### src/rtl/cfm_pkg.sv
// package for the filter configuration and master status block
// assumes a 20 MHz single clock and an ahb-lite register slave
package cfm_pkg;

    // ----------------
    // register map (byte addresses, one word each)
    // ----------------
    localparam logic [11:0] OFS_MASTER_STATUS  = 12'h000;  // can_master_status
    localparam logic [11:0] OFS_MASTER_CONTROL = 12'h004;  // sleep request
    localparam logic [11:0] OFS_INT_ENABLE     = 12'h008;  // wakeup/error int enables
    localparam logic [11:0] OFS_ERR_STATUS     = 12'h00c;  // error status bits
    localparam logic [11:0] OFS_ERR_INT_ENABLE = 12'h010;  // error status enables
    localparam logic [11:0] OFS_FILTER_MODE    = 12'h014;  // low/high half mode per bank
    localparam logic [11:0] OFS_IRQ_STATUS     = 12'h018;  // sticky event bits
    localparam logic [11:0] OFS_IRQ_MASK       = 12'h01c;  // event mask
    localparam logic [11:0] OFS_FILTER_CTRL    = 12'h040;  // bank control, +4 per bank
    localparam logic [11:0] OFS_FILTER_BYTES   = 12'h080;  // bank bytes, +8 per bank (two words)

    // ----------------
    // field positions and reset values
    // ----------------
    localparam int          MS_RECEIVER   = 5;
    localparam int          MS_TRANSMIT   = 4;
    localparam int          MS_WAKEUP     = 3;
    localparam int          MS_ERROR      = 2;
    localparam int          MS_SLEEP_ACK  = 1;
    localparam int          MS_INIT_ACK   = 0;
    localparam logic [7:0]  MS_RESET      = 8'h02;
    localparam int          FC_ACTIVE     = 0;   // bank_active
    localparam int          FC_SCALE_LSB  = 1;   // filter_scale_sel[1:0]
    localparam int          IE_WAKEUP     = 0;
    localparam int          IE_ERROR      = 1;
    localparam int          EV_STATUS_CHG = 0;   // irq status bit
    localparam int          EV_BUS_ERR    = 1;
    localparam int          ERR_BITS      = 8;

    // ----------------
    // types
    // ----------------
    typedef enum logic [1:0] {
        CFM_SCALE_8X4  = 2'h0,  // four 8-bit filters
        CFM_SCALE_MIX  = 2'h1,  // one 16-bit plus two 8-bit
        CFM_SCALE_16X2 = 2'h2,  // two 16-bit filters
        CFM_SCALE_32   = 2'h3   // one 32-bit filter
    } cfm_scale_e;

    typedef enum logic [2:0] {
        CFM_AWAKE    = 3'b001,
        CFM_ENTERING = 3'b010,
        CFM_ASLEEP   = 3'b100
    } cfm_sleep_e;

    // bus activity coming from the protocol engine
    typedef struct packed {
        logic               receiving;
        logic               transmitting;
        logic               sof_seen;
        logic               bus_idle;
        logic [ERR_BITS-1:0] err_detect;
    } cfm_link_s;

    // per-filter view of one bank: 8 bytes, each tagged id or partner
    typedef struct packed {
        logic [7:0] is_ident;   // byte is an identifier
        logic [7:0] is_list;    // partner byte in list mode (1) or mask mode (0)
    } cfm_layout_s;

endpackage : cfm_pkg

### src/rtl/cfm_bank_layout.sv
// decodes one filter bank's scale and mode bits into a per-byte layout
// assumes the caller holds the bank's configuration registers
`timescale 1ns/10ps
module cfm_bank_layout (
    input  wire logic [1:0]          scale_in,     // filter_scale_sel
    input  wire logic                low_mode_in,  // low_half_mode_sel
    input  wire logic                high_mode_in, // high_half_mode_sel
    output cfm_pkg::cfm_layout_s     layout_out    // per-byte role
);
    import cfm_pkg::*;

    // ----------------
    // byte roles per scale
    // ----------------
    always_comb begin
        layout_out = '0;
        unique case (cfm_scale_e'(scale_in))
            CFM_SCALE_32: begin
                // bytes 0-3 id, 4-7 mask or second id; 4-5 follow the low mode bit, 6-7 the high mode bit
                layout_out.is_ident = 8'h0f;
                layout_out.is_list  = {{2{high_mode_in}}, {2{low_mode_in}}, 4'h0};
            end
            CFM_SCALE_16X2: begin
                // 0-1 and 4-5 ids, 2-3 and 6-7 partners
                layout_out.is_ident = 8'h33;
                layout_out.is_list  = {{2{high_mode_in}}, 2'h0, {2{low_mode_in}}, 2'h0};
            end
            CFM_SCALE_MIX: begin
                // 16-bit id 0-1 with 2-3; then 4/5 and 6/7 8-bit pairs
                layout_out.is_ident = 8'h53;
                layout_out.is_list  = {high_mode_in, 1'b0, high_mode_in, 1'b0,
                                       {2{low_mode_in}}, 2'h0};
            end
            CFM_SCALE_8X4: begin
                // even bytes ids, odd bytes partners
                layout_out.is_ident = 8'h55;
                layout_out.is_list  = {high_mode_in, 1'b0, high_mode_in, 1'b0,
                                       low_mode_in, 1'b0, low_mode_in, 1'b0};
            end
        endcase
    end

endmodule // cfm_bank_layout

### src/rtl/cfm_top.sv
// filter bank configuration and master status of the can controller
// assumes an ahb-lite master on SYS_CLK_IN and a protocol engine on the same clock
//
// Behaviour
// - scale field picks 32, 16x2, mixed, 8x4
// - low/high mode bits set list or mask
// - 32-bit bytes 0-3 id, 4-7 partner
// - 16-bit pairs: 0-1/2-3 and 4-5/6-7
// - 8-bit: even ids, odd partners
// - master status resets to 02h
// - clearable flags clear on write one
// - top two status bits read zero
// - bits 5/4 show receiver and transmitter
// - wakeup flag on start-of-frame while asleep
// - error flag on enabled error status
// - sleep acknowledge follows sleep entry/exit
//
// The implementer's own choices: the AHB-Lite register port and the register addresses.
`timescale 1ns/10ps
module cfm_top #(
    parameter int BANKS = 4   // number of filter banks
) (
    input  wire logic                  SYS_CLK_IN,     // 20 MHz clock
    input  wire logic                  RST_B_IN,       // sync reset, low
    input  wire logic                  HSEL_IN,        // slave select
    input  wire logic [11:0]           HADDR_IN,       // byte address
    input  wire logic [1:0]            HTRANS_IN,      // transfer type
    input  wire logic                  HWRITE_IN,      // write
    input  wire logic [2:0]            HSIZE_IN,       // size
    input  wire logic                  HREADY_IN,      // bus ready
    input  wire logic [31:0]           HWDATA_IN,      // write data
    output logic      [31:0]           HRDATA_OUT,     // read data
    output logic                       HREADYOUT_OUT,  // always ready
    output logic                       HRESP_OUT,      // always okay
    input  wire cfm_pkg::cfm_link_s    LINK_IN,        // protocol engine state
    output logic                       IRQ_OUT,        // level interrupt
    output logic                       SLEEP_MODE_OUT, // controller asleep
    output logic [BANKS-1:0]           BANK_ACTIVE_OUT, // active banks
    output logic [BANKS*16-1:0]        BANK_LAYOUT_OUT  // layout per bank
);
    import cfm_pkg::*;

    // elaboration check: mode register holds two bits per bank, eight banks at most
    if (BANKS < 1 || BANKS > 8) begin : g_bad_banks
        $error("BANKS must be 1 to 8");
    end

    // -----------------------------------------------------------------
    // declarations
    // -----------------------------------------------------------------
    logic              wr_pend_reg;        // write data phase pending
    logic [11:0]       wr_addr_reg;        // latched write address
    logic [7:0]        ms_flags_reg;       // wakeup and error flags
    logic              sleep_req_reg;      // sleep request from software
    logic [1:0]        int_en_reg;         // wakeup/error int enables
    logic [ERR_BITS-1:0] err_stat_reg;     // error status bits
    logic [ERR_BITS-1:0] err_en_reg;       // error int enables
    logic [15:0]       fmode_reg;          // low/high mode per bank
    logic [1:0]        irq_stat_reg;       // sticky events
    logic [1:0]        irq_mask_reg;       // event mask
    logic [2:0]        fctrl_reg [BANKS];  // active + scale per bank
    logic [63:0]       fbyte_reg [BANKS];  // filter_bank_byte 0..7 per bank
    cfm_sleep_e        sleep_reg;          // sleep state
    cfm_sleep_e        sleep_next;
    logic [31:0]       rdata_next;         // read mux
    logic              addr_ok;            // address phase accepted
    logic              wr_ms, wr_ctl, wr_ie, wr_es, wr_ee, wr_fm, wr_is, wr_im;
    logic              sleep_ack;          // sleep_acknowledge
    logic              wake_evt;           // sof while asleep
    logic [ERR_BITS-1:0] err_new;          // newly set error bits
    logic              err_evt;            // enabled error event
    logic [7:0]        ms_view;            // can_master_status readout
    logic [1:0]        irq_evt;            // events into irq status

    // -----------------------------------------------------------------
    // decode helper
    // -----------------------------------------------------------------
    function automatic logic hit(input logic [11:0] a, input logic [11:0] ofs);
        hit = (a[11:2] == ofs[11:2]);
    endfunction

    // -----------------------------------------------------------------
    // ahb-lite slave: zero wait state, okay always
    // -----------------------------------------------------------------
    assign addr_ok       = HSEL_IN && HREADY_IN && HTRANS_IN[1];
    assign HREADYOUT_OUT = 1'b1;
    assign HRESP_OUT     = 1'b0;

    // latch write address phase
    always_ff @(posedge SYS_CLK_IN) begin
        if (!RST_B_IN) begin
            wr_pend_reg <= 1'b0;
            wr_addr_reg <= 12'h000;
        end else begin
            wr_pend_reg <= addr_ok && HWRITE_IN;
            if (addr_ok) wr_addr_reg <= HADDR_IN;
        end
    end

    // write strobes in the data phase
    assign wr_ms = wr_pend_reg && hit(wr_addr_reg, OFS_MASTER_STATUS);
    assign wr_ctl = wr_pend_reg && hit(wr_addr_reg, OFS_MASTER_CONTROL);
    assign wr_ie = wr_pend_reg && hit(wr_addr_reg, OFS_INT_ENABLE);
    assign wr_es = wr_pend_reg && hit(wr_addr_reg, OFS_ERR_STATUS);
    assign wr_ee = wr_pend_reg && hit(wr_addr_reg, OFS_ERR_INT_ENABLE);
    assign wr_fm = wr_pend_reg && hit(wr_addr_reg, OFS_FILTER_MODE);
    assign wr_is = wr_pend_reg && hit(wr_addr_reg, OFS_IRQ_STATUS);
    assign wr_im = wr_pend_reg && hit(wr_addr_reg, OFS_IRQ_MASK);

    // -----------------------------------------------------------------
    // plain control registers
    // -----------------------------------------------------------------
    always_ff @(posedge SYS_CLK_IN) begin
        if (!RST_B_IN) begin
            sleep_req_reg <= 1'b0;
            int_en_reg    <= 2'h0;
            err_en_reg    <= '0;
            fmode_reg     <= 16'h0000;
            irq_mask_reg  <= 2'h0;
        end else begin
            if (wr_ctl) sleep_req_reg <= HWDATA_IN[0];
            if (wr_ie)  int_en_reg    <= HWDATA_IN[1:0];
            if (wr_ee)  err_en_reg    <= HWDATA_IN[ERR_BITS-1:0];
            if (wr_fm)  fmode_reg     <= HWDATA_IN[15:0];
            if (wr_im)  irq_mask_reg  <= HWDATA_IN[1:0];
        end
    end

    // -----------------------------------------------------------------
    // filter banks: control and byte storage
    // -----------------------------------------------------------------
    genvar b;
    generate
        for (b = 0; b < BANKS; b++) begin : g_bank
            logic wr_fc, wr_lo, wr_hi;
            assign wr_fc = wr_pend_reg && hit(wr_addr_reg, OFS_FILTER_CTRL + 12'(4*b));
            assign wr_lo = wr_pend_reg && hit(wr_addr_reg, OFS_FILTER_BYTES + 12'(8*b));
            assign wr_hi = wr_pend_reg && hit(wr_addr_reg, OFS_FILTER_BYTES + 12'(8*b+4));

            // control: scale only changes while the bank is inactive
            always_ff @(posedge SYS_CLK_IN) begin
                if (!RST_B_IN) begin
                    fctrl_reg[b] <= 3'h0;
                end else if (wr_fc) begin
                    fctrl_reg[b][FC_ACTIVE] <= HWDATA_IN[FC_ACTIVE];
                    if (!fctrl_reg[b][FC_ACTIVE]) begin
                        fctrl_reg[b][FC_SCALE_LSB+:2] <= HWDATA_IN[FC_SCALE_LSB+:2];
                    end
                end
            end

            // bytes 0-3 in low word, 4-7 in high word; byte 0 in bits 7:0
            always_ff @(posedge SYS_CLK_IN) begin
                if (!RST_B_IN) begin
                    fbyte_reg[b] <= 64'h0;
                end else begin
                    if (wr_lo) fbyte_reg[b][31:0]  <= HWDATA_IN;
                    if (wr_hi) fbyte_reg[b][63:32] <= HWDATA_IN;
                end
            end

            // layout decoder for this bank
            cfm_bank_layout u_layout (
                .scale_in     (fctrl_reg[b][FC_SCALE_LSB+:2]),
                .low_mode_in  (fmode_reg[2*b]),
                .high_mode_in (fmode_reg[2*b+1]),
                .layout_out   (BANK_LAYOUT_OUT[16*b+:16])
            );
            assign BANK_ACTIVE_OUT[b] = fctrl_reg[b][FC_ACTIVE];
        end
    endgenerate

    // -----------------------------------------------------------------
    // sleep state machine
    // -----------------------------------------------------------------
    always_comb begin
        sleep_next = sleep_reg;
        unique case (sleep_reg)
            CFM_AWAKE:    if (sleep_req_reg) sleep_next = CFM_ENTERING;
            CFM_ENTERING: if (!sleep_req_reg) sleep_next = CFM_AWAKE;
                          else if (LINK_IN.bus_idle) sleep_next = CFM_ASLEEP;
            CFM_ASLEEP:   if (!sleep_req_reg) sleep_next = CFM_AWAKE;
            default:      sleep_next = CFM_AWAKE;
        endcase
    end

    // sleep state register, reset into sleep so acknowledge reads one
    always_ff @(posedge SYS_CLK_IN) begin
        if (!RST_B_IN) sleep_reg <= CFM_ASLEEP;
        else           sleep_reg <= sleep_next;
    end

    assign sleep_ack      = (sleep_reg == CFM_ASLEEP);
    assign SLEEP_MODE_OUT = sleep_ack;

    // -----------------------------------------------------------------
    // error status and master status flags
    // -----------------------------------------------------------------
    assign err_new  = LINK_IN.err_detect & ~err_stat_reg;
    assign err_evt  = |(err_new & err_en_reg);
    assign wake_evt = LINK_IN.sof_seen && sleep_ack;

    // error status: set by detection, write one to clear, set wins
    always_ff @(posedge SYS_CLK_IN) begin
        if (!RST_B_IN) err_stat_reg <= '0;
        else err_stat_reg <= (err_stat_reg & ~(wr_es ? HWDATA_IN[ERR_BITS-1:0] : '0))
                             | LINK_IN.err_detect;
    end

    // wakeup and error flags, write one clears, set wins over clear
    always_ff @(posedge SYS_CLK_IN) begin
        if (!RST_B_IN) begin
            ms_flags_reg <= 8'h00;
        end else begin
            ms_flags_reg[MS_WAKEUP] <= wake_evt ||
                (ms_flags_reg[MS_WAKEUP] && !(wr_ms && HWDATA_IN[MS_WAKEUP]));
            ms_flags_reg[MS_ERROR]  <= err_evt ||
                (ms_flags_reg[MS_ERROR] && !(wr_ms && HWDATA_IN[MS_ERROR]));
        end
    end

    // readout: top bits zero, live receiver/transmitter
    always_comb begin
        ms_view               = 8'h00;
        ms_view[MS_RECEIVER]  = LINK_IN.receiving;
        ms_view[MS_TRANSMIT]  = LINK_IN.transmitting;
        ms_view[MS_WAKEUP]    = ms_flags_reg[MS_WAKEUP];
        ms_view[MS_ERROR]     = ms_flags_reg[MS_ERROR];
        ms_view[MS_SLEEP_ACK] = sleep_ack;
        ms_view[MS_INIT_ACK]  = 1'b0;
    end

    // -----------------------------------------------------------------
    // interrupt: status change from enabled flags, plus any error detection
    // -----------------------------------------------------------------
    assign irq_evt[EV_STATUS_CHG] = (wake_evt && int_en_reg[IE_WAKEUP])
                                 || (err_evt && int_en_reg[IE_ERROR]);
    assign irq_evt[EV_BUS_ERR]    = |LINK_IN.err_detect;

    // sticky, write one to clear, set wins
    always_ff @(posedge SYS_CLK_IN) begin
        if (!RST_B_IN) irq_stat_reg <= 2'h0;
        else irq_stat_reg <= (irq_stat_reg & ~(wr_is ? HWDATA_IN[1:0] : 2'h0)) | irq_evt;
    end

    assign IRQ_OUT = |(irq_stat_reg & irq_mask_reg);

    // -----------------------------------------------------------------
    // read data, registered in the data phase
    // -----------------------------------------------------------------
    always_comb begin
        rdata_next = 32'h0000_0000;
        if (hit(HADDR_IN, OFS_MASTER_STATUS))       rdata_next[7:0] = ms_view;
        else if (hit(HADDR_IN, OFS_MASTER_CONTROL)) rdata_next[0] = sleep_req_reg;
        else if (hit(HADDR_IN, OFS_INT_ENABLE))     rdata_next[1:0] = int_en_reg;
        else if (hit(HADDR_IN, OFS_ERR_STATUS))     rdata_next[ERR_BITS-1:0] = err_stat_reg;
        else if (hit(HADDR_IN, OFS_ERR_INT_ENABLE)) rdata_next[ERR_BITS-1:0] = err_en_reg;
        else if (hit(HADDR_IN, OFS_FILTER_MODE))    rdata_next[15:0] = fmode_reg;
        else if (hit(HADDR_IN, OFS_IRQ_STATUS))     rdata_next[1:0] = irq_stat_reg;
        else if (hit(HADDR_IN, OFS_IRQ_MASK))       rdata_next[1:0] = irq_mask_reg;
        else begin
            for (int i = 0; i < BANKS; i++) begin
                if (hit(HADDR_IN, OFS_FILTER_CTRL + 12'(4*i)))    rdata_next[2:0] = fctrl_reg[i];
                if (hit(HADDR_IN, OFS_FILTER_BYTES + 12'(8*i)))   rdata_next = fbyte_reg[i][31:0];
                if (hit(HADDR_IN, OFS_FILTER_BYTES + 12'(8*i+4))) rdata_next = fbyte_reg[i][63:32];
            end
        end
    end

    // capture read data at the end of the address phase
    always_ff @(posedge SYS_CLK_IN) begin
        if (!RST_B_IN)                   HRDATA_OUT <= 32'h0000_0000;
        else if (addr_ok && !HWRITE_IN)  HRDATA_OUT <= rdata_next;
    end

endmodule // cfm_top

### config.mk
export PLATFORM = sky130hd
export DESIGN_NAME = cfm_top
export DESIGN_NICKNAME = d
export VERILOG_FILES = /design/src/rtl/cfm_pkg.sv /design/src/rtl/cfm_bank_layout.sv /design/src/rtl/cfm_top.sv
export SDC_FILE = /design/constraint.sdc
export NUM_CORES = 1
export LEC_CHECK = 0
export ABC_AREA = 1
export BUFFER_PORTS_ARGS = -buffer_cell sky130_fd_sc_hd__buf_2
export CAP_MARGIN = 20
export CELL_PAD_IN_SITES_DETAIL_PLACEMENT = 1
export CELL_PAD_IN_SITES_GLOBAL_PLACEMENT = 1
export CORE_MARGIN = 2
export CORE_UTILIZATION = 43
export DETAILED_ROUTE_END_ITERATION = 16
export PLACE_DENSITY_LB_ADDON = 0.05
export SETUP_SLACK_MARGIN = 0.02
export SLEW_MARGIN = 25
export SYNTH_ARGS = -nofsm -noshare
export SYNTH_HDL_FRONTEND = slang
export SYNTH_SLANG_ARGS = --single-unit
### constraint.sdc
create_clock -name SYS_CLK_IN -period 2.7 [get_ports SYS_CLK_IN]
set_input_delay 0.27 -clock SYS_CLK_IN [delete_from_list [all_inputs] [get_ports SYS_CLK_IN]]
set_output_delay 0.27 -clock SYS_CLK_IN [all_outputs]
set_load 0.05 [all_outputs]
== Yosys cells after proc, flatten, opt, wreduce, memory -nomap -nowiden ==
Memories as Yosys holds them, arrays and structs flattened.
Index checks and enable logic that the tools add are counted.
Word-level totals
  flip-flop bits (word level): 89
  bits in writable memories: 268
  bits of input ports: 66
  output and inout port bits: 104
  logic and storage cells: 278
  memories: 2
Cells by class
  equality and inequality tests: 56
  muxes and demuxes: 135
  bitwise operators: 26
  reduce and logical (&&, ||, !) cells: 47
Memory list
  fbyte_reg: words 4, bits a word 64, rd ports 4, clocked after Yosys merged registers in 0, wr ports 4, RTL line cfm_top.sv:62  | logic [63:0] fbyte_reg [BANKS];
  fctrl_reg: words 4, bits a word 3, rd ports 4, clocked after Yosys merged registers in 0, wr ports 4, RTL line cfm_top.sv:61  | logic [2:0] fctrl_reg [BANKS];
Operators by type and width (count)
  $mux W32: 32
  $mux W30: 9
  $pmux W16 S4: 4
  $eq A10 B6 Y1 const B: 16
  $mux W16: 7
  $eq A10 B3 Y1 const B: 8
  $eq A10 B5 Y1 const B: 8
  $mux W24: 3
  $mux W1: 58
  $eq A10 B2 Y1 const B: 4
  $mux W8: 4
  $logic_and A1 B1 Y1: 31
  $mux W31: 1
  $and A8 B8 Y8: 3
  $mux W3: 8
  $eq A10 B1 Y1 const B: 2
  $logic_not A10 Y1: 2
  $eq A2 B2 Y1 const B: 8
  $mux W2: 8
  $not A8 Y8: 2
  $or A1 B1 Y1: 16
  $reduce_or A8 Y1: 2
  $pmux W3 S3: 1
  $eq A2 B1 Y1 const B: 4
  14 further kinds: 23

== Depth between registers and ports, before layout ==
Gate-level depths: netlist of run 1.
  word-level depth: 48
  depth in mapped cells: 19
  gate-level depth less buffers: 19

== Modules after synthesis ==
A second synthesis of run 1 with hierarchy kept.
Unflattened totals
  cell total of the unflattened synthesis: 1725
  area, all modules: 16223.1 um^2
By module, submodules not included
  cfm_top: times used 1, cells each 1589, area each 15467.3 um^2, seq. area each 9789.4 um^2
  cfm_bank_layout: times used 4, cells each 34, area each 188.9 um^2, seq. area each 0.0 um^2

== Least setup slack after synthesis of run 1 ==
No wires, ideal clock.
  path kind: register to output
  start point: memory fctrl_reg[3][1]
  end point: output BANK_LAYOUT_OUT[51]
  arrival: 2.760 ns
  required time: 2.430 ns
  slack: -0.330 ns
  cell stages (with the launch flop): 6
  buffers on the path: 0
  cell sequence: edfxtp_1 inv_1 ha_1 nor2_1 nor3_1 o21bai_1
RTL lines
  from (decl): RTL line cfm_top.sv:61
  to (decl): RTL line cfm_top.sv:39  | output logic [BANKS*16-1:0] BANK_LAYOUT_OUT

== Final worst setup path of run 1 ==
  start point: input HADDR_IN[9]
  end point: register HRDATA_OUT[22]
Between the ends
  word-level cells in the longest chain between the ends: 39
  elaborated cells on any way between the ends: 54
  classes of those cells: eq/ne: 15; mux: 38; reduce/logical: 1
RTL lines
  from (decl): RTL line cfm_top.sv:26  | input wire logic [11:0] HADDR_IN,
  $eq A10 B6 Y1: RTL line cfm_top.sv:79  | hit = (a[11:2] == ofs[11:2]);
  $mux W32: RTL line cfm_top.sv:264  | if (hit(HADDR_IN, OFS_FILTER_BYTES + 12'(8*i))) rdata_next = fbyte_reg[i][31:0];
  $mux W32: RTL line cfm_top.sv:265  | if (hit(HADDR_IN, OFS_FILTER_BYTES + 12'(8*i+4))) rdata_next = fbyte_reg[i][63:32];
  $mux W32: RTL line cfm_top.sv:264
  $mux W32: RTL line cfm_top.sv:265
  $mux W32: RTL line cfm_top.sv:264
  $mux W32: RTL line cfm_top.sv:265
  $mux W32 (8 in series)
  (+16 left out)
  $mux W30: RTL line cfm_top.sv:254  | else if (hit(HADDR_IN, OFS_MASTER_CONTROL)) rdata_next[0] = sleep_req_reg;
  $mux W30: RTL line cfm_top.sv:253  | if (hit(HADDR_IN, OFS_MASTER_STATUS)) rdata_next[7:0] = ms_view;
  $mux W16: RTL line cfm_top.sv:258  | else if (hit(HADDR_IN, OFS_FILTER_MODE)) rdata_next[15:0] = fmode_reg;
  $mux W24: RTL line cfm_top.sv:257  | else if (hit(HADDR_IN, OFS_ERR_INT_ENABLE)) rdata_next[ERR_BITS-1:0] = err_en_reg;
  $mux W24: RTL line cfm_top.sv:256  | else if (hit(HADDR_IN, OFS_ERR_STATUS)) rdata_next[ERR_BITS-1:0] = err_stat_reg;
  $mux W30: RTL line cfm_top.sv:255  | else if (hit(HADDR_IN, OFS_INT_ENABLE)) rdata_next[1:0] = int_en_reg;
  $mux W31: RTL line cfm_top.sv:254
  $mux W24 (*): RTL line cfm_top.sv:253
  to (signal assigned): RTL line cfm_top.sv:273  | else if (addr_ok && !HWRITE_IN) HRDATA_OUT <= rdata_next;
  to (decl): RTL line cfm_top.sv:32  | output logic [31:0] HRDATA_OUT,
Mark *: on every way between the ends. The rest lies on a longest branch, timed or not. The select of a mux whose other input is x is not followed.
A chain may end at the register's enable or synchronous reset.

==> results of run 1 <==
==> worst max-delay path, stage by stage <==
cell and delay [ns]:
dlygate4sd3_1 0.53, buf_2 0.14, nor2_4 0.16, nand2_1 0.15, nor2_8 0.20, nand2_2 0.12, inv_2 0.25, buf_4 0.29
nand2_1 0.07, a31oi_1 0.29, a21oi_1 0.14, nand3_1 0.11, o211ai_1 0.09, a21oi_1 0.13
==> metal layers <==
| layer | up-vias | GRT usage | share of wire |
|---|---|---|---|
| met3 | 54 | 0.0435 | 0.062 |
| met5 | - | 0 | 0.00026 |
| li1 | 6038 | - | - |
| met1 | 6497 | 0.376 | 0.47 |
| met4 | 2 | 0.0526 | 0.016 |
| met2 | 331 | 0.414 | 0.45 |
==> logic make-up after synthesis <==
logic type               share of synthesized area
AO/OA/AOI/OAI                               0.0949
adder cells (fa/ha/maj)                     0.0163
other                                     0.000466
flip-flops                                   0.608
AND/OR/NAND/NOR                              0.206
buffers and inverters                       0.0742
==> worst paths after layout <==
| check | start | to | slack (ns) | cells after the start |
|---|---|---|---|---|
| hold reg to reg | fmode_reg[9]$_SDFFE_PN0P_ | fmode_reg[9]$_SDFFE_PN0P_ | 0.45 | 2 |
| setup / recovery | HADDR_IN[9] | HRDATA_OUT[22]$_SDFFE_PN0P_ | 0.20 | 14 |
| setup reg to reg | wr_addr_reg[9]$_SDFFE_PN0P_ | fbyte_reg[2][11]$_SDFFCE_PN0P_ | 0.65 | 9 |
| hold / removal | HADDR_IN[8] | wr_addr_reg[8]$_SDFFE_PN0P_ | 0.02 | 3 |
==> power by group through the flow <==
stage / clock network, mW / registers, mW / logic [mW]
2_1_floorplan: 0 / 6.18 / 0.386
3_3_place_gp: 0 / 6.18 / 0.631
3_5_place_dp: 0 / 6.19 / 0.643
4_1_cts: 5.19 / 6.07 / 0.654
5_1_grt: 5.37 / 6.09 / 0.705
6_report: 5.09 / 6.07 / 0.652
==> per-stage QoR <==
stage	utilization	power (mW)
after floorplan	-	6.57
after global placement	0.476	6.81
after detailed placement	0.476	6.83
after CTS	0.510	11.9
after global routing	0.510	12.2
final	0.510	11.8
==> cells in the final DEF, fill, tap and decap left out, types with 7 or more instances in the layout <==
cell type  netlist  final
buf_4           30     50
clkbuf_16        0     41
clkbuf_1        53     18
a31oi_1          7      7
o221ai_1         8      8
a21oi_1        102    102
inv_2            8      8
a211oi_1         8      8
edfxtp_1       268    268
nand3_1         86     86
buf_12           0      9
nand2_1        326    326
nor2_1         324    322
a221oi_1        17     17
o21ai_0         74     74
buf_2            9    149
o211ai_1        15     15
ha_1            21     21
o21ai_1         15     15
nor3_1          17     15
conb_1           2     14
nand4_1         19     19
inv_1          158    158
clkinv_1         5      9
dfxtp_1         87     87
==> area by class of cell <==
type	count	area, µm²
inverters	171	642
flip-flops and latches	355	9790
clock buffers	61	1120
fillers	4281	18000
multi-input cells	1098	5180
clock inverters	9	72.6
well taps	468	586
repair buffers	214	1360
==> metrics.md, run 1 <==
| Metric | Value |
|---|---|
| Share of layout cells above drive strength 1 | 0.153 |
| CTS sink cnt | 355 |
| Top-count cell post-synth | nand2_1 |
| Die ar. | just under 40,000 µm² |
| Startpoint types | input port |
| Top FF cell, synth | edfxtp_1 |
| RSZ-0062 raised after global routing | false |
| DR WL/cell | 21.0 µm |
| MaxCap Viol Count | 0 |
| EDFF count, synth | ~270 |
| Register area share after synthesis | 0.608 |
| Finished Cell Area | between 15,000 and 20,000 µm² |
| First-pass GRT wire length | between 70 and 80 mm |
| Sw frac | 0.236 |
| Min Tclk post-route | 2.50 ns |
| Synth cell types | 46 |
| # hold bufs at CTS | 6 |
| Slew @ Worst Pin | 0.786 ns |
| Mapped Avg Cell Area | roughly 9.4 µm² |
| CTS tree | yes |
| Initial Utilization | 0.438 |
| Vias | approximately 13,000 |
| Gr usage total | 0.260 |
| Die W | roughly 200 µm |
| Synth area leaders | edfxtp_1 50%, dfxtp_1 11%, nand2_1 7.6% |
| Post_cts resized | 0 |
| Outcome | finished clean |
| Post-route antenna net violation count | 0 |
| DR DRC count | 0 |
| Sequential share of power | 0.514 |
| Clk pwr share | 0.431 |
| Syn. warnings | 0 |
| Post-synth top area cell | edfxtp_1 |
| Combinational Power Share | 0.055 |
| Max FFs per register | 256 |
| Iteration count of the initial detailed-routing pass | 5 |
| Initial antenna violation count | 1 |
| Final hold violation count | 0 |
| Worst-path clk slew | roughly 0.06 ns |
| P_sw | 2.78 mW |
| Routed wire length | between 40 and 50 mm |
| Setup TNS | 0 ns |
| Vias in the first global route | approximately 13,000 |
| Worst path arrival time | about 3 ns |
| Int Pwr | approximately 9 mW |
| Synthesized netlist cell count | roughly 1,700 |
| Setup Viol. Count Final | 0 |
| Lkg Pwr | 7.94 nW |
| Commonest cells post-synth | 326 x nand2_1, 324 x nor2_1, 268 x edfxtp_1 |
| Non-filler cells, final | about 2,400 |
| Setup Fix Bufs, Post-CTS | 0 |
| Area growth from synthesis to layout | 16.4% |
| Kind of critical path | in -> reg |
| F_max | roughly 400 MHz |
| Die Height | 198 µm |
| Core Region | 36,800 µm² |
| Maximum fanout along the worst path | 14 |
| Mapped cell area | 16,100 µm² |
| Worst hold margin | 0.0229 ns |
| Hold Crit Class | in -> reg |
| Final Cycle Share | 0.924 |
| GP Congestion | 0.814 |
| I/O pin count | 170 |
| Initial DRC count | 1,141 |
| Synth top area share | 0.500 |
| Root buffer cell | clkbuf_16 |
| Asr flop ratio synth | 0 |
| Fin nets | around 2,000 |
| Skew final | about 0.013 ns |
| Port bufs | approximately 150 |
| CTS buffer count | 40 |
| Row count | 70 |
| PnR worst setup slack | approximately 0.2 ns |
| Final HPWL DP | 34.6 mm |
| Largest net degree at the start of global routing | 33 |
| CP endpoint kind | flop |
| ANT cells | 0 |
| Skew-Pair Late Insertion Delay | approximately 0.54 ns |
| Pwr dens | 630 nW/µm² |
| Max Slew Vio Count | 0 |
| #FFs+latches synth | 355 |
| H-tree depth | 2 |
| Via density per instance | around 5.4 |
| DP Area | between 15,000 and 20,000 µm² |
| GRT overflow | 0 |
| Worst slew margin | 0.475 |
| VDD IR max | about 460 µV |
| Placed cells | 2,300 |
| Data required, critical path | between 3 and 4 ns |
| CTS Buffer Depth | 3 |
| Pre-CTS setup slack | ~0.20 ns |
Note: power is estimated with default switching activity, not from simulation.
==> inputs of run 2 (changes only) <==
PLACE_DENSITY_LB_ADDON = 0.1   (was 0.05)
==> metrics.md, run 2 (synthesis gave the netlist of run 1 again) <==
| Metric | Value |
|---|---|
| GRT overflow | 0 (unchanged) |
| Largest net degree at the start of global routing | 43 (was 33) |
| Slew @ Worst Pin | 0.819 ns (was 0.786 ns) |
| Clk pwr share | 0.441 (was 0.431) |
| Worst hold margin | 0.0226 ns (was 0.0229 ns) |
| H-tree depth | 2 (unchanged) |
| Leading cell type in the layout, fill and taps excluded | nand2_1 (unchanged) |
| Placed cells | 2,300 (unchanged) |
| I/O pin count | 170 (unchanged) |
| Combinational Power Share | 0.054 (was 0.055) |
| RSZ-0062 raised after global routing | false (unchanged) |
| Startpoint types | input port (unchanged) |
| ANT cells | 0 (unchanged) |
| Sequential share of power | 0.506 (was 0.514) |
| Maximum fanout along the worst path | 13 (was 14) |
| Vias in the first global route | 12,900 (was 13,100) |
| Data required, critical path | 3.13 ns (was 3.18 ns) |
| Setup TNS | 0 ns (unchanged) |
| Critical path buffers and inverters | 5 (was 4) |
| Setup Viol. Count Final | 0 (unchanged) |
| Initial antenna violation count | 0 (was 1) |
| Lkg Pwr | 7.98 nW (was 7.94 nW) |
| Root buffer cell | clkbuf_16 (unchanged) |
| Final Util | 0.512 (was 0.510) |
| CTS tree | yes (unchanged) |
| Crit-path max cell delay | 0.53 ns (about the same) |
| Fin nets | 1,970 (was 1,967) |
| Hold Crit Class | in -> reg (unchanged) |
| Gr usage total | 0.254 (was 0.260) |
| Top routing layer in use | met4 (was met5) |
| PnR worst setup slack | 0.283 ns (was 0.204 ns) |
| Row count | 70 (unchanged) |
| WL met2 | 22.2 mm (was 22.7 mm) |
| Non-filler cells, final | 2,382 (was 2,376) |
| Kind of critical path | in -> reg (unchanged) |
| F_max | 414 MHz (was 401 MHz) |
| Pre-CTS setup slack | 0.103 ns (was 0.195 ns) |
| VDD IR max | 388 µV (was 459 µV) |
| M1 WL | 23.3 mm (about the same) |
| Crit-path cells | dlygate4sd3_1 -> buf_2 -> nor2_4 -> nand4_2 -> nor2_4 -> buf_4 -> buf_4 -> buf_12 -> a221oi_2 -> nand2_1 -> a21oi_1 -> nand3_1 -> o21ai_1 -> o21ai_0 -> nand2_1 -> a21oi_1 (was dlygate4sd3_1 -> buf_2 -> nor2_4 -> nand2_1 -> nor2_8 -> nand2_2 -> inv_2 -> buf_4 -> nand2_1 -> a31oi_1 -> a21oi_1 -> nand3_1 -> o211ai_1 -> a21oi_1) |
| Skew-Pair Late Insertion Delay | 0.55 ns (was 0.54 ns) |
| CTS buffer count | 40 (unchanged) |
| Die Height | 198 µm (unchanged) |
| Highest-count cells in the layout ignoring fill and taps | 326 x nand2_1, 321 x nor2_1, 268 x edfxtp_1, 158 x inv_1, 149 x buf_2 (was 326 x nand2_1, 322 x nor2_1, 268 x edfxtp_1, 158 x inv_1, 149 x buf_2) |
| DR DRC count | 0 (unchanged) |
| Initial DRC count | 1,030 (was 1,141) |
| Initial Utilization | 0.438 (unchanged) |
| Int Pwr | 9.17 mW (was 9.03 mW) |
| Vias | 12,900 (about the same) |
| Routed wire length | 49.3 mm (was 49.9 mm) |
| Skew final | 0.0171 ns (was 0.0133 ns) |
| Routed wl met3 | 2.93 mm (was 3.09 mm) |
| Pwr dens | 638 nW/µm² (was 630 nW/µm²) |
| Sw frac | 0.237 (was 0.236) |
| Die W | 198 µm (unchanged) |
| Iteration count of the initial detailed-routing pass | 5 (unchanged) |
| P_sw | 2.84 mW (was 2.78 mW) |
| MaxCap Viol Count | 0 (unchanged) |
| Post-route antenna net violation count | 0 (unchanged) |
| Max Slew Vio Count | 0 (unchanged) |
| Outcome | finished clean (unchanged) |
| DR WL/cell | 20.7 µm (was 21.0 µm) |
| Crit path max-delay family | buffers and inverters (unchanged) |
| GP Congestion | 0.858 (was 0.814) |
| Core Region | 36,800 µm² (unchanged) |
| Share of layout cells above drive strength 1 | 0.159 (was 0.153) |
| First-pass GRT wire length | 75.0 mm (was 76.5 mm) |
| Via density per instance | 5.40 (was 5.44) |
| Final HPWL DP | 34.2 mm (was 34.6 mm) |
| Max FFs per register | 256 (unchanged) |
| Die ar. | 39,000 µm² (unchanged) |
| Port bufs | 149 (unchanged) |
| Worst path arrival time | 2.85 ns (was 2.97 ns) |
| CP endpoint kind | flop (unchanged) |
| Worst-path clk slew | 0.06 ns (about the same) |
| CP max-delay cell | dlygate4sd3_1 (unchanged) |
| Min Tclk post-route | 2.42 ns (was 2.50 ns) |
| Worst slew margin | 0.452 (was 0.475) |
| CTS Buffer Depth | 3 (unchanged) |
| Area growth from synthesis to layout | 16.9% (was 16.4%) |
| Final hold violation count | 0 (unchanged) |
| Final Cycle Share | 0.895 (was 0.924) |
| CTS sink cnt | 355 (unchanged) |
run 2: cell count changes in the layout (fill, tap and decap cells not counted), moves of 2 or more:
cell / previous run / this run
inv_2: 8 / 6
bufinv_16: 0 / 2
clkinv_1: 9 / 13
clkinv_8: 0 / 3
a221oi_1: 17 / 15
a221oi_2: 1 / 3
buf_12: 9 / 5
clkbuf_1: 18 / 9
inv_16: 2 / 0
buf_4: 50 / 57
clkinv_2: 2 / 6
run 2: layer usage:
layer	track usage	up-vias
met3	0.0309	62
li1	-	6039
met2	0.399	355
met5	0	-
met1	0.375	6396
met4	0.0618	0
run 2: worst paths after layout:
kind                                    start                           to  slack [ns]  depth (start not counted)
setup / recovery                  HADDR_IN[9]  HRDATA_OUT[10]$_SDFFE_PN0P_        0.28                         16
hold / removal                    HADDR_IN[8]  wr_addr_reg[8]$_SDFFE_PN0P_        0.02                          3
setup reg to reg  wr_addr_reg[2]$_SDFFE_PN0P_   err_en_reg[2]$_SDFFE_PN0P_        0.44                          4
hold reg to reg     fmode_reg[9]$_SDFFE_PN0P_    fmode_reg[9]$_SDFFE_PN0P_        0.45                          2
run 2: power groups by stage:
stage | registers [mW] | logic (mW) | clock network, mW
finish | 6.07 | 0.645 | 5.29
global route | 6.08 | 0.698 | 5.59
CTS | 6.07 | 0.646 | 5.37
detailed placement | 6.19 | 0.635 | 0
global placement | 6.18 | 0.622 | 0
floorplan | 6.18 | 0.386 | 0
run 2: worst register-to-register path, delay by kind of cell (launching register included):
| kind | cells | cell delay (ns) |
|---|---|---|
| AND/OR/NAND/NOR | 3 | 1.70 |
| flip-flops | 1 | 0.34 |
| AO/OA/AOI/OAI | 1 | 0.07 |
run 2: final cells by class:
class / count / area (µm²)
Fill cell: 4230 / 18000
Sequential cell: 355 / 9790
Multi-Input combinational cell: 1098 / 5200
Timing Repair Buffer: 217 / 1330
Clock buffer: 51 / 1070
Inverter: 171 / 652
Tap cell: 468 / 586
Clock inverter: 22 / 193
run 2: what timing repair did:
item	4_1_cts	5_1_grt
endpoints found under the setup margin	0	15
endpoints found under the hold margin	6	0
buffers inserted	0	3
gates resized for setup	0	9
hold buffers	6	0
run 2: per-stage QoR:
step / power (mW) / area, µm²
4_1_cts: 12.1 / 18800
3_5_place_dp: 6.82 / 17500
3_3_place_gp: 6.80 / 17500
5_1_grt: 12.4 / 18800
6_report: 12.0 / 18800
2_1_floorplan: 6.57 / 16200
==> inputs of run 3 (changes only) <==
ABC_AREA = not set   (was 1)
ABC_CLOCK_PERIOD_IN_PS = 2700   (was not set)
==> metrics.md, run 3 <==
| Metric | Value |
|---|---|
| Maximum fanout along the worst path | 6 (was 13) |
| EDFF count, synth | 268 (unchanged) |
| Via density per instance | 5.81 (was 5.40) |
| Worst slew margin | 0.445 (was 0.452) |
| Synth area leaders | edfxtp_1 48%, dfxtp_1 10%, and2_1 9.6% (was edfxtp_1 50%, dfxtp_1 11%, nand2_1 7.6%) |
| Post-route antenna net violation count | 0 (unchanged) |
| Hold Crit Class | in -> reg (unchanged) |
| Sequential share of power | 0.489 (was 0.506) |
| Worst hold margin | 0.0153 ns (was 0.0226 ns) |
| Kind of critical path | in -> reg (unchanged) |
| CTS sink cnt | 355 (unchanged) |
| Vias | 12,900 (about the same) |
| MaxCap Viol Count | 0 (unchanged) |
| Die W | 202 µm (was 198 µm) |
| Port bufs | 149 (unchanged) |
| Worst path arrival time | 3.13 ns (was 2.85 ns) |
| DR WL/cell | 25.7 µm (was 20.7 µm) |
| Met1 Use GR | 0.392 (was 0.375) |
| Pwr dens | 619 nW/µm² (was 638 nW/µm²) |
| Skew final | 0.0143 ns (was 0.0171 ns) |
| Largest net degree at the start of global routing | 34 (was 43) |
| I/O pin count | 170 (unchanged) |
| Fill cell instance count of the final layout | 4,132 (was 4,230) |
| M3 GR Usage | 0.0468 (was 0.0309) |
| Fin nets | 1,762 (was 1,970) |
| Outcome | finished clean (unchanged) |
| Grt peak-use layer | met2 (unchanged) |
| CTS Buffer Depth | 3 (unchanged) |
| Area growth from synthesis to layout | 18.6% (was 16.9%) |
| First-pass GRT wire length | 84.8 mm (was 75.0 mm) |
| Met2 Usage GRT | 0.454 (was 0.399) |
| GRT overflow | 0 (unchanged) |
| CP endpoint kind | flop (unchanged) |
| CTS tree | yes (unchanged) |
| Max Slew Vio Count | 0 (unchanged) |
| Skew-Pair Late Insertion Delay | 0.57 ns (was 0.55 ns) |
| Int Pwr | 9.42 mW (was 9.17 mW) |
| Sw frac | 0.242 (was 0.237) |
| Final Util | 0.518 (was 0.512) |
| Die ar. | 41,000 µm² (was 39,000 µm²) |
| Share of layout cells above drive strength 1 | 0.208 (was 0.159) |
| Setup Viol. Count Final | 0 (unchanged) |
| Slew @ Worst Pin | 0.825 ns (was 0.819 ns) |
| VDD IR max | 515 µV (was 388 µV) |
| Syn. warnings | 0 (unchanged) |
| Register area share after synthesis | 0.578 (was 0.608) |
| Clk pwr share | 0.437 (was 0.441) |
| Synthesized netlist cell count | 1,496 (was 1,712) |
| Startpoint types | input port (unchanged) |
| Leading cell type in the layout, fill and taps excluded | edfxtp_1 (was nand2_1) |
| GP Congestion | 0.919 (was 0.858) |
| Min Tclk post-route | 2.63 ns (was 2.42 ns) |
| F_max | 380 MHz (was 414 MHz) |
| Top-count cell post-synth | edfxtp_1 (was nand2_1) |
| Final hold violation count | 0 (unchanged) |
| Gr usage total | 0.281 (was 0.254) |
| Die Height | 202 µm (was 198 µm) |
| Lkg Pwr | 7.69 nW (was 7.98 nW) |
| RSZ-0062 raised after global routing | false (unchanged) |
| Row count | 72 (was 70) |
| Mapped cell area | 16,900 µm² (was 16,100 µm²) |
| Initial DRC count | 1,273 (was 1,030) |
| Final HPWL DP | 37.6 mm (was 34.2 mm) |
| DR DRC count | 0 (unchanged) |
| Routed wire length | 57.3 mm (was 49.3 mm) |
| CTS buffer count | 41 (was 40) |
| Combinational Power Share | 0.074 (was 0.054) |
| Setup TNS | 0 ns (unchanged) |
| #FFs+latches synth | 355 (unchanged) |
| H-tree depth | 2 (unchanged) |
| Mapped Avg Cell Area | 11.3 µm² (was 9.41 µm²) |
| Data required, critical path | 3.20 ns (was 3.13 ns) |
| Post-synth top area cell | edfxtp_1 (unchanged) |
| Highest-count cells in the layout ignoring fill and taps | 268 x edfxtp_1, 259 x and2_1, 158 x nand2_1, 148 x buf_2, 87 x dfxtp_1 (was 326 x nand2_1, 321 x nor2_1, 268 x edfxtp_1, 158 x inv_1, 149 x buf_2) |
| Root buffer cell | clkbuf_16 (unchanged) |
| Total Power Consumption | 12.4 mW (was 12.0 mW) |
| Worst-path clk slew | 0.06 ns (about the same) |
| Top FF cell, synth | edfxtp_1 (unchanged) |
| Synth top area share | 0.476 (was 0.500) |
| Post_cts resized | 0 (unchanged) |
| Max FFs per register | 256 (unchanged) |
| Synth cell types | 76 (was 46) |
| Iteration count of the initial detailed-routing pass | 6 (was 5) |
| Commonest cells post-synth | 268 x edfxtp_1, 259 x and2_1, 158 x nand2_1 (was 326 x nand2_1, 324 x nor2_1, 268 x edfxtp_1) |
| P_sw | 3.01 mW (was 2.84 mW) |
| Initial antenna violation count | 1 (was 0) |
| Initial Utilization | 0.437 (was 0.438) |
| Asr flop ratio synth | 0 (unchanged) |
| Final Cycle Share | 0.975 (was 0.895) |
| Vias in the first global route | 13,200 (was 12,900) |
| Core Region | 38,700 µm² (was 36,800 µm²) |
==> run 3: cell type report <==
class / instances / area, µm² / share of cell area
multi-input combinational: 1005 / 6510 / 0.325
antenna: 1 / 2.50 / 0.000125
tap: 518 / 648 / 0.0323
clock inverter: 14 / 113 / 0.00561
sequential: 355 / 9790 / 0.488
timing repair buffer: 244 / 1710 / 0.0853
clock buffer: 62 / 1190 / 0.0592
inverter: 28 / 105 / 0.00524
==> run 3: worst max-delay path, cell delays in order <==
cell	delay [ns]
dlygate4sd3_1	0.53
buf_2	0.16
nor3_2	0.40
nand3_1	0.22
buf_4	0.22
nor4_1	0.69
buf_4	0.25
and2_1	0.20
a22oi_1	0.08
o21ai_1	0.11
==> run 3: worst paths after layout <==
path / slack [ns] / from / depth (start not counted) / endpoint
min: 0.02 / HADDR_IN[11] / 3 / wr_addr_reg[11]$_SDFFE_PN0P_
min reg2reg: 0.45 / HRDATA_OUT[6]$_SDFFE_PN0P_ / 2 / HRDATA_OUT[6]$_SDFFE_PN0P_
max: 0.07 / HADDR_IN[9] / 10 / HRDATA_OUT[15]$_SDFFE_PN0P_
max reg2reg: 0.50 / wr_addr_reg[11]$_SDFFE_PN0P_ / 6 / fbyte_reg[1][40]$_SDFFCE_PN0P_
==> run 3: repair_timing <==
action                    in CTS  in global routing
setup buffers                  0                  0
hold buffers                  15                  0
hold endpoints to repair      15                  0
==> run 3: stage by stage <==
| step | worst slack, ns | cell area (µm²) | instances |
|---|---|---|---|
| 2_1_floorplan | 0.116 | 17000 | 1508 |
| 3_3_place_gp | -0.0521 | 18600 | 2135 |
| 3_5_place_dp | -0.108 | 18600 | 2135 |
| 4_1_cts | 0.144 | 20100 | 2226 |
| 5_1_grt | 0.0475 | 20100 | 2227 |
| 6_report | 0.0673 | 20100 | 2227 |
==> run 3: logic make-up (layout without fill, tap and decap cells) <==
family,after synthesis,count (layout),synth area share
AOI/OAI and AO/OA,293,293,0.115
other,2,15,0.000444
and+or+nand+nor,623,623,0.197
adders and majority gates,21,21,0.0155
muxes,52,52,0.0506
DFF,355,355,0.578
buffers and inverters,148,348,0.0415
xor gates and xnor gates,2,2,0.00104
==> run 3: power by group through the flow <==
stage               registers [mW]  logic, mW  clock network [mW]
finish                        6.07      0.923                5.43
global route                  6.09      0.973                5.71
CTS                           6.07      0.914                5.50
detailed placement            6.19      0.893                   0
global placement              6.18      0.882                   0
floorplan                     6.16      0.526                   0
==> run 3: metal layers <==
metal	part of all wire	up-vias
met5	0	-
met4	0.023	0
met3	0.070	90
met2	0.47	511
met1	0.44	6586
li1	-	5743
